$ cat src/verilog/bcpm_pkg.sv
`default_nettype none
package bcpm_pkg;
   // ------------------------------------------------------------
   // Register offsets (byte addresses)
   // ------------------------------------------------------------
   localparam logic [7:0] OFS_CAP_PTR   = 8'h34;
   localparam logic [7:0] OFS_INT_BCTL  = 8'h3C;
   localparam logic [7:0] OFS_PM_HDR    = 8'h40;
   // ------------------------------------------------------------
   // Field positions
   // ------------------------------------------------------------
   localparam int INT_PIN_LSB  = 8;
   localparam int BCTL_LSB     = 16;
   localparam int BIT_PERR     = 0;
   localparam int BIT_SERR     = 1;
   localparam int BIT_ISA      = 2;
   localparam int BIT_VGA      = 3;
   localparam int BIT_VGA16    = 4;
   localparam int BIT_SBR      = 6;
   localparam int PM_NEXT_LSB  = 8;
   localparam int PM_REV_LSB   = 16;
   localparam int PM_LOAD_LSB  = 21;
   // ------------------------------------------------------------
   // Reset and fixed values
   // ------------------------------------------------------------
   localparam logic [7:0]  CAP_PTR_VAL   = 8'h40;
   localparam logic [7:0]  INT_PIN_RST   = 8'h00;
   localparam logic [6:0]  BCTL_RST      = 7'h00;
   localparam logic [6:0]  BCTL_WR_MASK  = 7'h5F;
   localparam logic [7:0]  PM_CAP_ID     = 8'h01;
   localparam logic [7:0]  PM_NEXT_UP    = 8'h5C;
   localparam logic [7:0]  PM_NEXT_DN    = 8'h4C;
   localparam logic [2:0]  PM_REV        = 3'h3;
   // DSI 0, aux current 111b, D1 1, D2 1, event support 11111b
   localparam logic [10:0] PM_LOAD_RST   = 11'h7FE;
   // ------------------------------------------------------------
   // Legacy graphics decode ranges
   // ------------------------------------------------------------
   localparam logic [31:0] VGA_MEM_LO    = 32'h000A_0000;
   localparam logic [31:0] VGA_MEM_HI    = 32'h000B_FFFF;
   localparam logic [9:0]  VGA_IO_A_LO   = 10'h3B0;
   localparam logic [9:0]  VGA_IO_A_HI   = 10'h3BB;
   localparam logic [9:0]  VGA_IO_B_LO   = 10'h3C0;
   localparam logic [9:0]  VGA_IO_B_HI   = 10'h3DF;
   // ------------------------------------------------------------
   // Carriers
   // ------------------------------------------------------------
   typedef struct packed {
      logic [7:0]  addr;
      logic [31:0] wdata;
      logic        wr;
      logic        rd;
   } bcpm_bus_t;
   typedef struct packed {
      logic        valid;
      logic        sel_pm;
      logic [31:0] data;
   } bcpm_load_t;
   typedef struct packed {
      logic        valid;
      logic [1:0]  kind;
   } bcpm_err_t;
   typedef struct packed {
      logic        valid;
      logic        is_io;
      logic        in_window;
      logic [31:0] addr;
   } bcpm_query_t;
   typedef struct packed {
      logic        valid;
      logic        fwd;
      logic        vga;
   } bcpm_fwd_t;
endpackage
`default_nettype wire

$ cat src/verilog/bcpm_regs.sv
`timescale 1ns/1ps
`default_nettype none
module bcpm_regs #(
   parameter bit IS_UPSTREAM = 1'b0,
   parameter int NUM_DOWN    = 2
) (
   // Clock, reset, enable
   input  wire logic                  clk_sys,
   input  wire logic                  rst,
   input  wire logic                  ce,
   // Configuration register port
   input  wire bcpm_pkg::bcpm_bus_t   bus,
   output var  logic [31:0]           rdata,
   // Default override from serial port or boot memory
   input  wire bcpm_pkg::bcpm_load_t  load,
   // Reset request from upstream port (downstream instance only)
   input  wire logic                  up_sbr,
   // Link and device resets
   output var  logic                  hot_reset,
   output var  logic [NUM_DOWN-1:0]   port_rst_n,
   // Error and poison handling
   input  wire bcpm_pkg::bcpm_err_t   err_in,
   input  wire logic                  poison_in,
   output var  bcpm_pkg::bcpm_err_t   err_fwd,
   output var  logic                  poison_report,
   // Address forwarding query
   input  wire bcpm_pkg::bcpm_query_t query,
   output var  bcpm_pkg::bcpm_fwd_t   fwd
);
   // ------------------------------------------------------------
   // State
   // ------------------------------------------------------------
   logic [7:0]  int_pin;
   logic [6:0]  bctl;
   logic [10:0] pm_load;

   // ------------------------------------------------------------
   // Decode
   // ------------------------------------------------------------
   wire logic hit_cap  = (bus.addr == bcpm_pkg::OFS_CAP_PTR);
   wire logic hit_bctl = (bus.addr == bcpm_pkg::OFS_INT_BCTL);
   wire logic hit_pm   = (bus.addr == bcpm_pkg::OFS_PM_HDR);
   wire logic wr_bctl  = bus.wr && hit_bctl;

   wire logic [6:0] wr_field =
      bus.wdata[bcpm_pkg::BCTL_LSB +: 7];
   wire logic [6:0] next_bctl =
      (bctl & ~bcpm_pkg::BCTL_WR_MASK) |
      (wr_field & bcpm_pkg::BCTL_WR_MASK);

   wire logic load_int = load.valid && !load.sel_pm && !IS_UPSTREAM;
   wire logic load_pm  = load.valid && load.sel_pm;

   // ------------------------------------------------------------
   // Read data
   // ------------------------------------------------------------
   wire logic [7:0] next_ptr =
      IS_UPSTREAM ? bcpm_pkg::PM_NEXT_UP
                  : bcpm_pkg::PM_NEXT_DN;

   // Bits 21 and 23 to 31 of the bridge word always read zero
   wire logic [31:0] rd_bctl = {9'h000, bctl[6], 1'b0, bctl[4:0],
                                int_pin, 8'h00};
   wire logic [31:0] rd_pm   = {pm_load, 2'b00,
                                bcpm_pkg::PM_REV,
                                next_ptr,
                                bcpm_pkg::PM_CAP_ID};
   wire logic [31:0] rd_cap  = {24'h00_0000,
                                bcpm_pkg::CAP_PTR_VAL};
   wire logic [31:0] next_rdata =
      hit_cap  ? rd_cap  :
      hit_bctl ? rd_bctl :
      hit_pm   ? rd_pm   : 32'h0000_0000;

   // ------------------------------------------------------------
   // Reset fan-out
   // ------------------------------------------------------------
   wire logic rst_req = bctl[bcpm_pkg::BIT_SBR] ||
                        (!IS_UPSTREAM && up_sbr);
   wire logic [NUM_DOWN-1:0] next_port_rst_n =
      IS_UPSTREAM ? {NUM_DOWN{!bctl[bcpm_pkg::BIT_SBR]}}
                  : {{(NUM_DOWN-1){1'b1}}, !rst_req};

   // ------------------------------------------------------------
   // Forwarding decode
   // ------------------------------------------------------------
   wire logic [9:0] low10   = query.addr[9:0];
   wire logic first_64k     = (query.addr[31:16] == 16'h0000);
   wire logic isa_blocked   = bctl[bcpm_pkg::BIT_ISA] && first_64k &&
                              (query.addr[9:8] == 2'b00);
   wire logic vga_io_low    =
      ((low10 >= bcpm_pkg::VGA_IO_A_LO) &&
       (low10 <= bcpm_pkg::VGA_IO_A_HI)) ||
      ((low10 >= bcpm_pkg::VGA_IO_B_LO) &&
       (low10 <= bcpm_pkg::VGA_IO_B_HI));
   wire logic vga_io_hit    = first_64k && vga_io_low &&
      (!bctl[bcpm_pkg::BIT_VGA16] ||
       (query.addr[15:10] == 6'h00));
   wire logic vga_mem_hit   = (query.addr >= bcpm_pkg::VGA_MEM_LO) &&
                              (query.addr <= bcpm_pkg::VGA_MEM_HI);
   wire logic next_vga      = bctl[bcpm_pkg::BIT_VGA] &&
      (query.is_io ? vga_io_hit : vga_mem_hit);
   wire logic next_fwd      = next_vga ||
      (query.in_window && !(query.is_io && isa_blocked));

   // ------------------------------------------------------------
   // Registers
   // ------------------------------------------------------------
   always_ff @(posedge clk_sys or posedge rst) begin
      if (rst) begin
         int_pin <= bcpm_pkg::INT_PIN_RST;
         bctl    <= bcpm_pkg::BCTL_RST;
         pm_load <= bcpm_pkg::PM_LOAD_RST;
      end else if (ce) begin
         if (wr_bctl) begin
            bctl <= next_bctl;
         end
         if (load_int) begin
            int_pin <= load.data[bcpm_pkg::INT_PIN_LSB +: 8];
         end
         if (load_pm) begin
            pm_load <= load.data[bcpm_pkg::PM_LOAD_LSB +: 11];
         end
      end
   end

   always_ff @(posedge clk_sys or posedge rst) begin
      if (rst) begin
         rdata <= 32'h0000_0000;
      end else if (ce && bus.rd) begin
         rdata <= next_rdata;
      end
   end

   // ------------------------------------------------------------
   // Outputs
   // ------------------------------------------------------------
   always_ff @(posedge clk_sys or posedge rst) begin
      if (rst) begin
         hot_reset     <= 1'b0;
         port_rst_n    <= {NUM_DOWN{1'b1}};
         err_fwd       <= '0;
         poison_report <= 1'b0;
         fwd           <= '0;
      end else if (ce) begin
         hot_reset     <= bctl[bcpm_pkg::BIT_SBR];
         port_rst_n    <= next_port_rst_n;
         err_fwd.valid <= err_in.valid &&
                          bctl[bcpm_pkg::BIT_SERR];
         err_fwd.kind  <= err_in.kind;
         poison_report <= poison_in &&
                          bctl[bcpm_pkg::BIT_PERR];
         fwd.valid     <= query.valid;
         fwd.fwd       <= query.valid && next_fwd;
         fwd.vga       <= query.valid && next_vga;
      end
   end

   // ------------------------------------------------------------
   // Checks
   // ------------------------------------------------------------
   property p_cap_id;
      @(posedge clk_sys) disable iff (rst)
      ce && bus.rd && hit_pm |=> rdata[7:0] == 8'h01 &&
         rdata[15:8] == (IS_UPSTREAM ? 8'h5C : 8'h4C);
   endproperty
   a_cap_id: assert property (p_cap_id)
      else $error("power header id or next pointer wrong");

   property p_pm_rev;
      @(posedge clk_sys) disable iff (rst)
      ce && bus.rd && hit_pm |=> rdata[20:16] == 5'b00011;
   endproperty
   a_pm_rev: assert property (p_pm_rev)
      else $error("power revision or clock flag wrong");

   property p_cap_ptr;
      @(posedge clk_sys) disable iff (rst)
      ce && bus.rd && hit_cap |=> rdata == 32'h0000_0040;
   endproperty
   a_cap_ptr: assert property (p_cap_ptr)
      else $error("capability pointer not 40h");

   property p_bctl_ro;
      @(posedge clk_sys) disable iff (rst)
      ce && bus.rd && hit_bctl |=>
         rdata[31:23] == 9'h000 && !rdata[21] && rdata[7:0] == 8'h00;
   endproperty
   a_bctl_ro: assert property (p_bctl_ro)
      else $error("hardwired bridge control bit set");

   property p_wr_rw;
      @(posedge clk_sys) disable iff (rst)
      ce && wr_bctl |=> bctl == ($past(bus.wdata[22:16]) & 7'h5F);
   endproperty
   a_wr_rw: assert property (p_wr_rw)
      else $error("bridge control write not taken");

   property p_pm_keep;
      @(posedge clk_sys) disable iff (rst)
      ce && bus.wr && !load.valid |=> $stable(pm_load) && $stable(int_pin);
   endproperty
   a_pm_keep: assert property (p_pm_keep)
      else $error("write changed read-only field");

   property p_port_rst;
      @(posedge clk_sys) disable iff (rst)
      ce && bctl[6] |=> !port_rst_n[0] && hot_reset;
   endproperty
   a_port_rst: assert property (p_port_rst)
      else $error("port reset not asserted");

   property p_port_rel;
      @(posedge clk_sys) disable iff (rst)
      ce && !rst_req |=> port_rst_n == {NUM_DOWN{1'b1}};
   endproperty
   a_port_rel: assert property (p_port_rel)
      else $error("port reset not released");

   property p_err_gate;
      @(posedge clk_sys) disable iff (rst)
      ce && err_in.valid |=> err_fwd.valid == $past(bctl[1]);
   endproperty
   a_err_gate: assert property (p_err_gate)
      else $error("error forwarding gate wrong");

   property p_poison;
      @(posedge clk_sys) disable iff (rst)
      ce && poison_in |=> poison_report == $past(bctl[0]);
   endproperty
   a_poison: assert property (p_poison)
      else $error("poison report gate wrong");

   property p_isa;
      @(posedge clk_sys) disable iff (rst)
      ce && query.valid && query.is_io && bctl[2] && !bctl[3] &&
         query.addr[31:16] == 16'h0000 && query.addr[9:8] == 2'b00
         |=> fwd.valid && !fwd.fwd;
   endproperty
   a_isa: assert property (p_isa)
      else $error("low I/O block forwarded");

   property p_vga_mem;
      @(posedge clk_sys) disable iff (rst)
      ce && query.valid && !query.is_io &&
         query.addr[31:17] == 15'h0005 |=> fwd.vga == $past(bctl[3]);
   endproperty
   a_vga_mem: assert property (p_vga_mem)
      else $error("graphics memory decode wrong");

   property p_vga_io16;
      @(posedge clk_sys) disable iff (rst)
      ce && query.valid && query.is_io && bctl[4] &&
         query.addr[15:10] != 6'h00 |=> !fwd.vga;
   endproperty
   a_vga_io16: assert property (p_vga_io16)
      else $error("16-bit graphics decode aliased");

   property p_load_pm;
      @(posedge clk_sys) disable iff (rst)
      ce && load_pm |=> pm_load == $past(load.data[31:21]);
   endproperty
   a_load_pm: assert property (p_load_pm)
      else $error("capability default override not taken");

   property p_load_int;
      @(posedge clk_sys) disable iff (rst)
      ce && load.valid && !load.sel_pm |=> int_pin ==
         (IS_UPSTREAM ? $past(int_pin) : $past(load.data[15:8]));
   endproperty
   a_load_int: assert property (p_load_int)
      else $error("interrupt pin override wrong");

   property p_pm_dflt;
      @(posedge clk_sys) disable iff (rst)
      ce && bus.rd && hit_pm |=> rdata[31:21] == $past(pm_load);
   endproperty
   a_pm_dflt: assert property (p_pm_dflt)
      else $error("power support fields not shown");

   property p_hot_rel;
      @(posedge clk_sys) disable iff (rst)
      ce && !bctl[6] |=> !hot_reset;
   endproperty
   a_hot_rel: assert property (p_hot_rel)
      else $error("hot reset not released");

   property p_err_kind;
      @(posedge clk_sys) disable iff (rst)
      ce && err_in.valid && bctl[1] |=> err_fwd.kind == $past(err_in.kind);
   endproperty
   a_err_kind: assert property (p_err_kind)
      else $error("forwarded error kind wrong");

   property p_unmapped;
      @(posedge clk_sys) disable iff (rst)
      ce && bus.rd && !(hit_cap || hit_bctl || hit_pm) |=> rdata == 32'h0000_0000;
   endproperty
   a_unmapped: assert property (p_unmapped)
      else $error("unmapped address read not zero");

   property p_vga_io;
      @(posedge clk_sys) disable iff (rst)
      ce && query.valid && query.is_io && bctl[3] &&
         query.addr == 32'h0000_03C0 |=> fwd.vga && fwd.fwd;
   endproperty
   a_vga_io: assert property (p_vga_io)
      else $error("graphics I/O address not forwarded");

   property p_fwd_valid;
      @(posedge clk_sys) disable iff (rst)
      ce |=> fwd.valid == $past(query.valid);
   endproperty
   a_fwd_valid: assert property (p_fwd_valid)
      else $error("forwarding answer not one cycle after query");

   property p_freeze;
      @(posedge clk_sys) disable iff (rst)
      !ce |=> $stable(bctl) && $stable(rdata) && $stable(port_rst_n);
   endproperty
   a_freeze: assert property (p_freeze)
      else $error("state moved while clock enable low");

endmodule // bcpm_regs
`default_nettype wire

$ cat config.mk
export PLATFORM = sky130hd
export DESIGN_NAME = bcpm_regs
export DESIGN_NICKNAME = d
export VERILOG_FILES = /design/src/verilog/bcpm_pkg.sv /design/src/verilog/bcpm_regs.sv
export SDC_FILE = /design/constraint.sdc
export NUM_CORES = 1
export LEC_CHECK = 0
export ABC_AREA = 1
export BUFFER_PORTS_ARGS = -buffer_cell sky130_fd_sc_hd__buf_2
export CORE_UTILIZATION = 39
export CTS_CLUSTER_DIAMETER = 40
export DETAILED_ROUTE_END_ITERATION = 6
export PLACE_DENSITY = 0.7
export SLEW_MARGIN = 5
export SYNTH_ARGS = -nofsm -noshare
export SYNTH_HDL_FRONTEND = slang
export SYNTH_SLANG_ARGS = --single-unit
$ cat constraint.sdc
create_clock -name clk_sys -period 2.3 [get_ports clk_sys]
set_input_delay 0.23 -clock clk_sys [delete_from_list [all_inputs] [get_ports clk_sys]]
set_output_delay 0.23 -clock clk_sys [all_outputs]
set_load 0.01 [all_outputs]
==> flow_summary_export.csv <==
group,metric,value,unit
worst_setup_path,start_kind,"input pin",
synthesis,synth_cells,306,
cells_and_area,ff_latch_area,1515,sq um
timing,worst_pin_slew,0.5991,ns
worst_hold_path,min_to,"port_rst_n[0]",
clock_network,cts_resized,0,
grt,grt_pass1_wl,10.55,mm
grt,grt_pass1_vias,2321,
worst_setup_path,worstReg2RegStart,"bctl[2]",
worst_setup_path,worst_path_max_delay_cell,"nand4_2",
clock_network,clock_latency,0.33,ns
timing,finClkSkew,0.007903,ns
synthesis,synthesis.area,2708,sq um
detailed_routing,drt-initial-drc-count,79,
timing,post-route-period-util,52.83,%
synthesis,synth_seq_cells,60,
flow_run,cap_violations,0,
cells_and_area,multi_input_area,968.4,sq um
timing,setup_ws,1.085,ns
worst_setup_path,crit_arrival,1.49,ns
worst_setup_path,endpoint_kind,"register",
worst_setup_path,path_class,"input pin to register",
clock_network,clk_pin_slew,0.07,ns
worst_setup_path,r2r_setup_slack,1.30,ns
worst_setup_path,worstPathCellList,"buf_2 > nand2_1 > inv_2 > nand4_2 > nand2_2 > o21ai_0 > nand2_1",
cells_and_area,diodes,0,
grt,grt_overflow,0,
worst_setup_path,regToRegEndpoint,"fwd[1]",
cells_and_area,postLayoutCoreUtil,52.07,%
floorplan,die_area,7280,sq um
timing,period_needed,1.215,ns
worst_hold_path,min_from,"up_sbr",
grt,grt_max_degree,26,
placement,hpwl,4.641,mm
cells_and_area,syn_to_final_growth,29.94,%
synthesis,async_reset_ff_share,100.0,%
synthesis,synth.largest_area_cell,"dfrtp_1",
floorplan,io_pins,161,
worst_setup_path,crit_family,"simple AND/OR/NAND/NOR gates",
worst_hold_path,hold_depth,2,
synthesis,ys.warnings.count,0,
worst_hold_path,hp-class,"input pin to register",
detailed_routing,firstDrtPassIters,4,
synthesis,synth_edf_count,0,
timing,tns,0,ns
floorplan,die_x,85.32,um
cells_and_area,final_common_cell,"buf_2",
cells_and_area,finalInstanceArea,3518,sq um
worst_setup_path,startpoint,"ce",
clock_network,h-tree-depth,3,
floorplan,core-area,6756,sq um
clock_network,cts_root_buffer,"clkbuf_8",
placement,place.gp.congestion,0.7444,
pwr,peakVddDrop,347.2,uV
detailed_routing,final_antenna_net_count,0,
pwr,finalPower,0.002379,W
floorplan,start_util,40.07,%
synthesis,synth_ff_type,"dfrtp_1",
synthesis,netlist.area_leader.share,45.29,%
worst_setup_path,path_max_fanout,12,
timing,setup-violations-final,0,
clock_network,numCtsBuffers,9,
timing,hold_viol_final,0,
pwr,cellPowerDensity,676.1,nW/um^2
synthesis,synth.area.top_cells,"dfrtp_1 (45%), nand2_1 (11%), dfstp_2 (11%)",
placement,portBuffers,112,
timing,fmax,823.0,MHz
clock_network,clock_path_buffers,2,
clock_network,hold_buffers,1,
worst_setup_path,slowest_delay,0.34,ns
worst_setup_path,cp.required,2.57,ns
cells_and_area,final_cell_mix,"buf_2 (112), nand2_1 (80), dfrtp_1 (49)",
worst_setup_path,path_buf_inv,2,
clock_network,postCtsSetupBuffers,0,
timing,max_slew_margin,59.94,%
grt,gr-usage-all-layers,18.64,%
clock_network,cts_sinks,60,
synthesis,yosysUniqueCellTypes,32,
outcome,status,"complete, no violations",
synthesis,syn_area_per_cell,8.848,sq um
detailed_routing,wl_per_cell,11.94,um
timing,slew_violations,0,
timing,rsz0062_at_grt,"no",
clock_network,cts_tree,"done",
cells_and_area,nFillCells,672,
detailed_routing,wl,6.079,mm
synthesis,ys_seq_area_share,55.96,%
worst_setup_path,reg2reg_depth,5,
detailed_routing,viasPerCell,4.574,
placement,placed_cell_area,3309,sq um
cells_and_area,num-nets-final,543,
cells_and_area,drive_gt1_share,38.93,%
grt,antenna_found_initial,0,
pwr,p_leak,1.994,nW
detailed_routing,vias,2328,
floorplan,rows,30,
detailed_routing,drc_errors,0,
placement,pre_cts_slack,0.7097,ns
floorplan,die_h,85.32,um
worst_setup_path,crit_top_cell,"nand2_1",
[layer usage]
layer | global-route usage, % | vias up | part of all wire, % | wire (um)
li1 | - | 1186 | - | -
met1 | 23.99 | 1064 | 45 | 2719
met2 | 29.77 | 64 | 49 | 3008
met3 | 3.210 | 14 | 3.3 | 198
met4 | 10.76 | 0 | 2.5 | 152
met5 | 0 | - | 0 | 0
[power breakdown]
part	total, W	switching, W	internal, W	leakage [nW]
Combinational	0.000257	0.000141	0.000116	1.14
Clock	0.000944	0.000439	0.000505	0.0923
Sequential	0.00118	0.0000289	0.00115	0.767
[Yosys cell counts (2+ instances only)]
cell type / number
conb_1: 2
buf_6: 2
buf_2: 2
clkbuf_1: 2
nor3_1: 2
dfrtp_1: 49
a21oi_1: 15
nand2_1: 80
o21ai_0: 13
buf_4: 8
inv_1: 35
nor2_1: 36
nand4_2: 2
nand3_2: 2
inv_2: 2
mux2_2: 7
o21ai_2: 6
dfstp_2: 11
nand3_1: 10
o21ai_1: 8
[kinds of logic after synthesis]
group | share of synthesized area, %
other | 0.2774
multiplexers | 2.911
AO/OA/AOI/OAI | 9.150
flip-flops | 55.96
buffers and inverters | 8.965
AND/OR/NAND/NOR | 22.74
[through the flow]
step	std cells	hold WS (ns)
2_1_floorplan	311	0.2935
3_3_place_gp	492	0.2543
3_5_place_dp	492	0.2503
4_1_cts	509	0.03038
5_1_grt	509	0.02882
6_report	509	0.04446
[state kept, by name, indices dropped and copies added (netlist names)]
| name | count |
|---|---|
| bctl | 6 |
| err_fwd | 3 |
| fwd | 3 |
| hot_reset | 1 |
| int_pin | 8 |
| pm_load | 11 |
| poison_report | 1 |
| port_rst_n | 1 |
| rdata | 26 |
[worst max-delay path by stage]
stage	to	slack [ns]	depth (start not counted)
after floorplan	bctl[0]	0.60	1
after global placement	rdata[14]	0.72	7
after detailed placement	rdata[10]	0.71	7
after CTS	port_rst_n[0]	1.07	1
after global routing	rdata[14]	0.94	7
final	rdata[17]	1.08	7
[final cells by class]
class	count	area share [%]
repair buffers	116	16.86
clock buffers	9	3.521
inverters	38	4.054
flip-flops and latches	60	43.07
multi-input cells	199	27.52
clock inverters	7	2.134
well taps	80	2.845
Power figures use the tool's default switching activity.
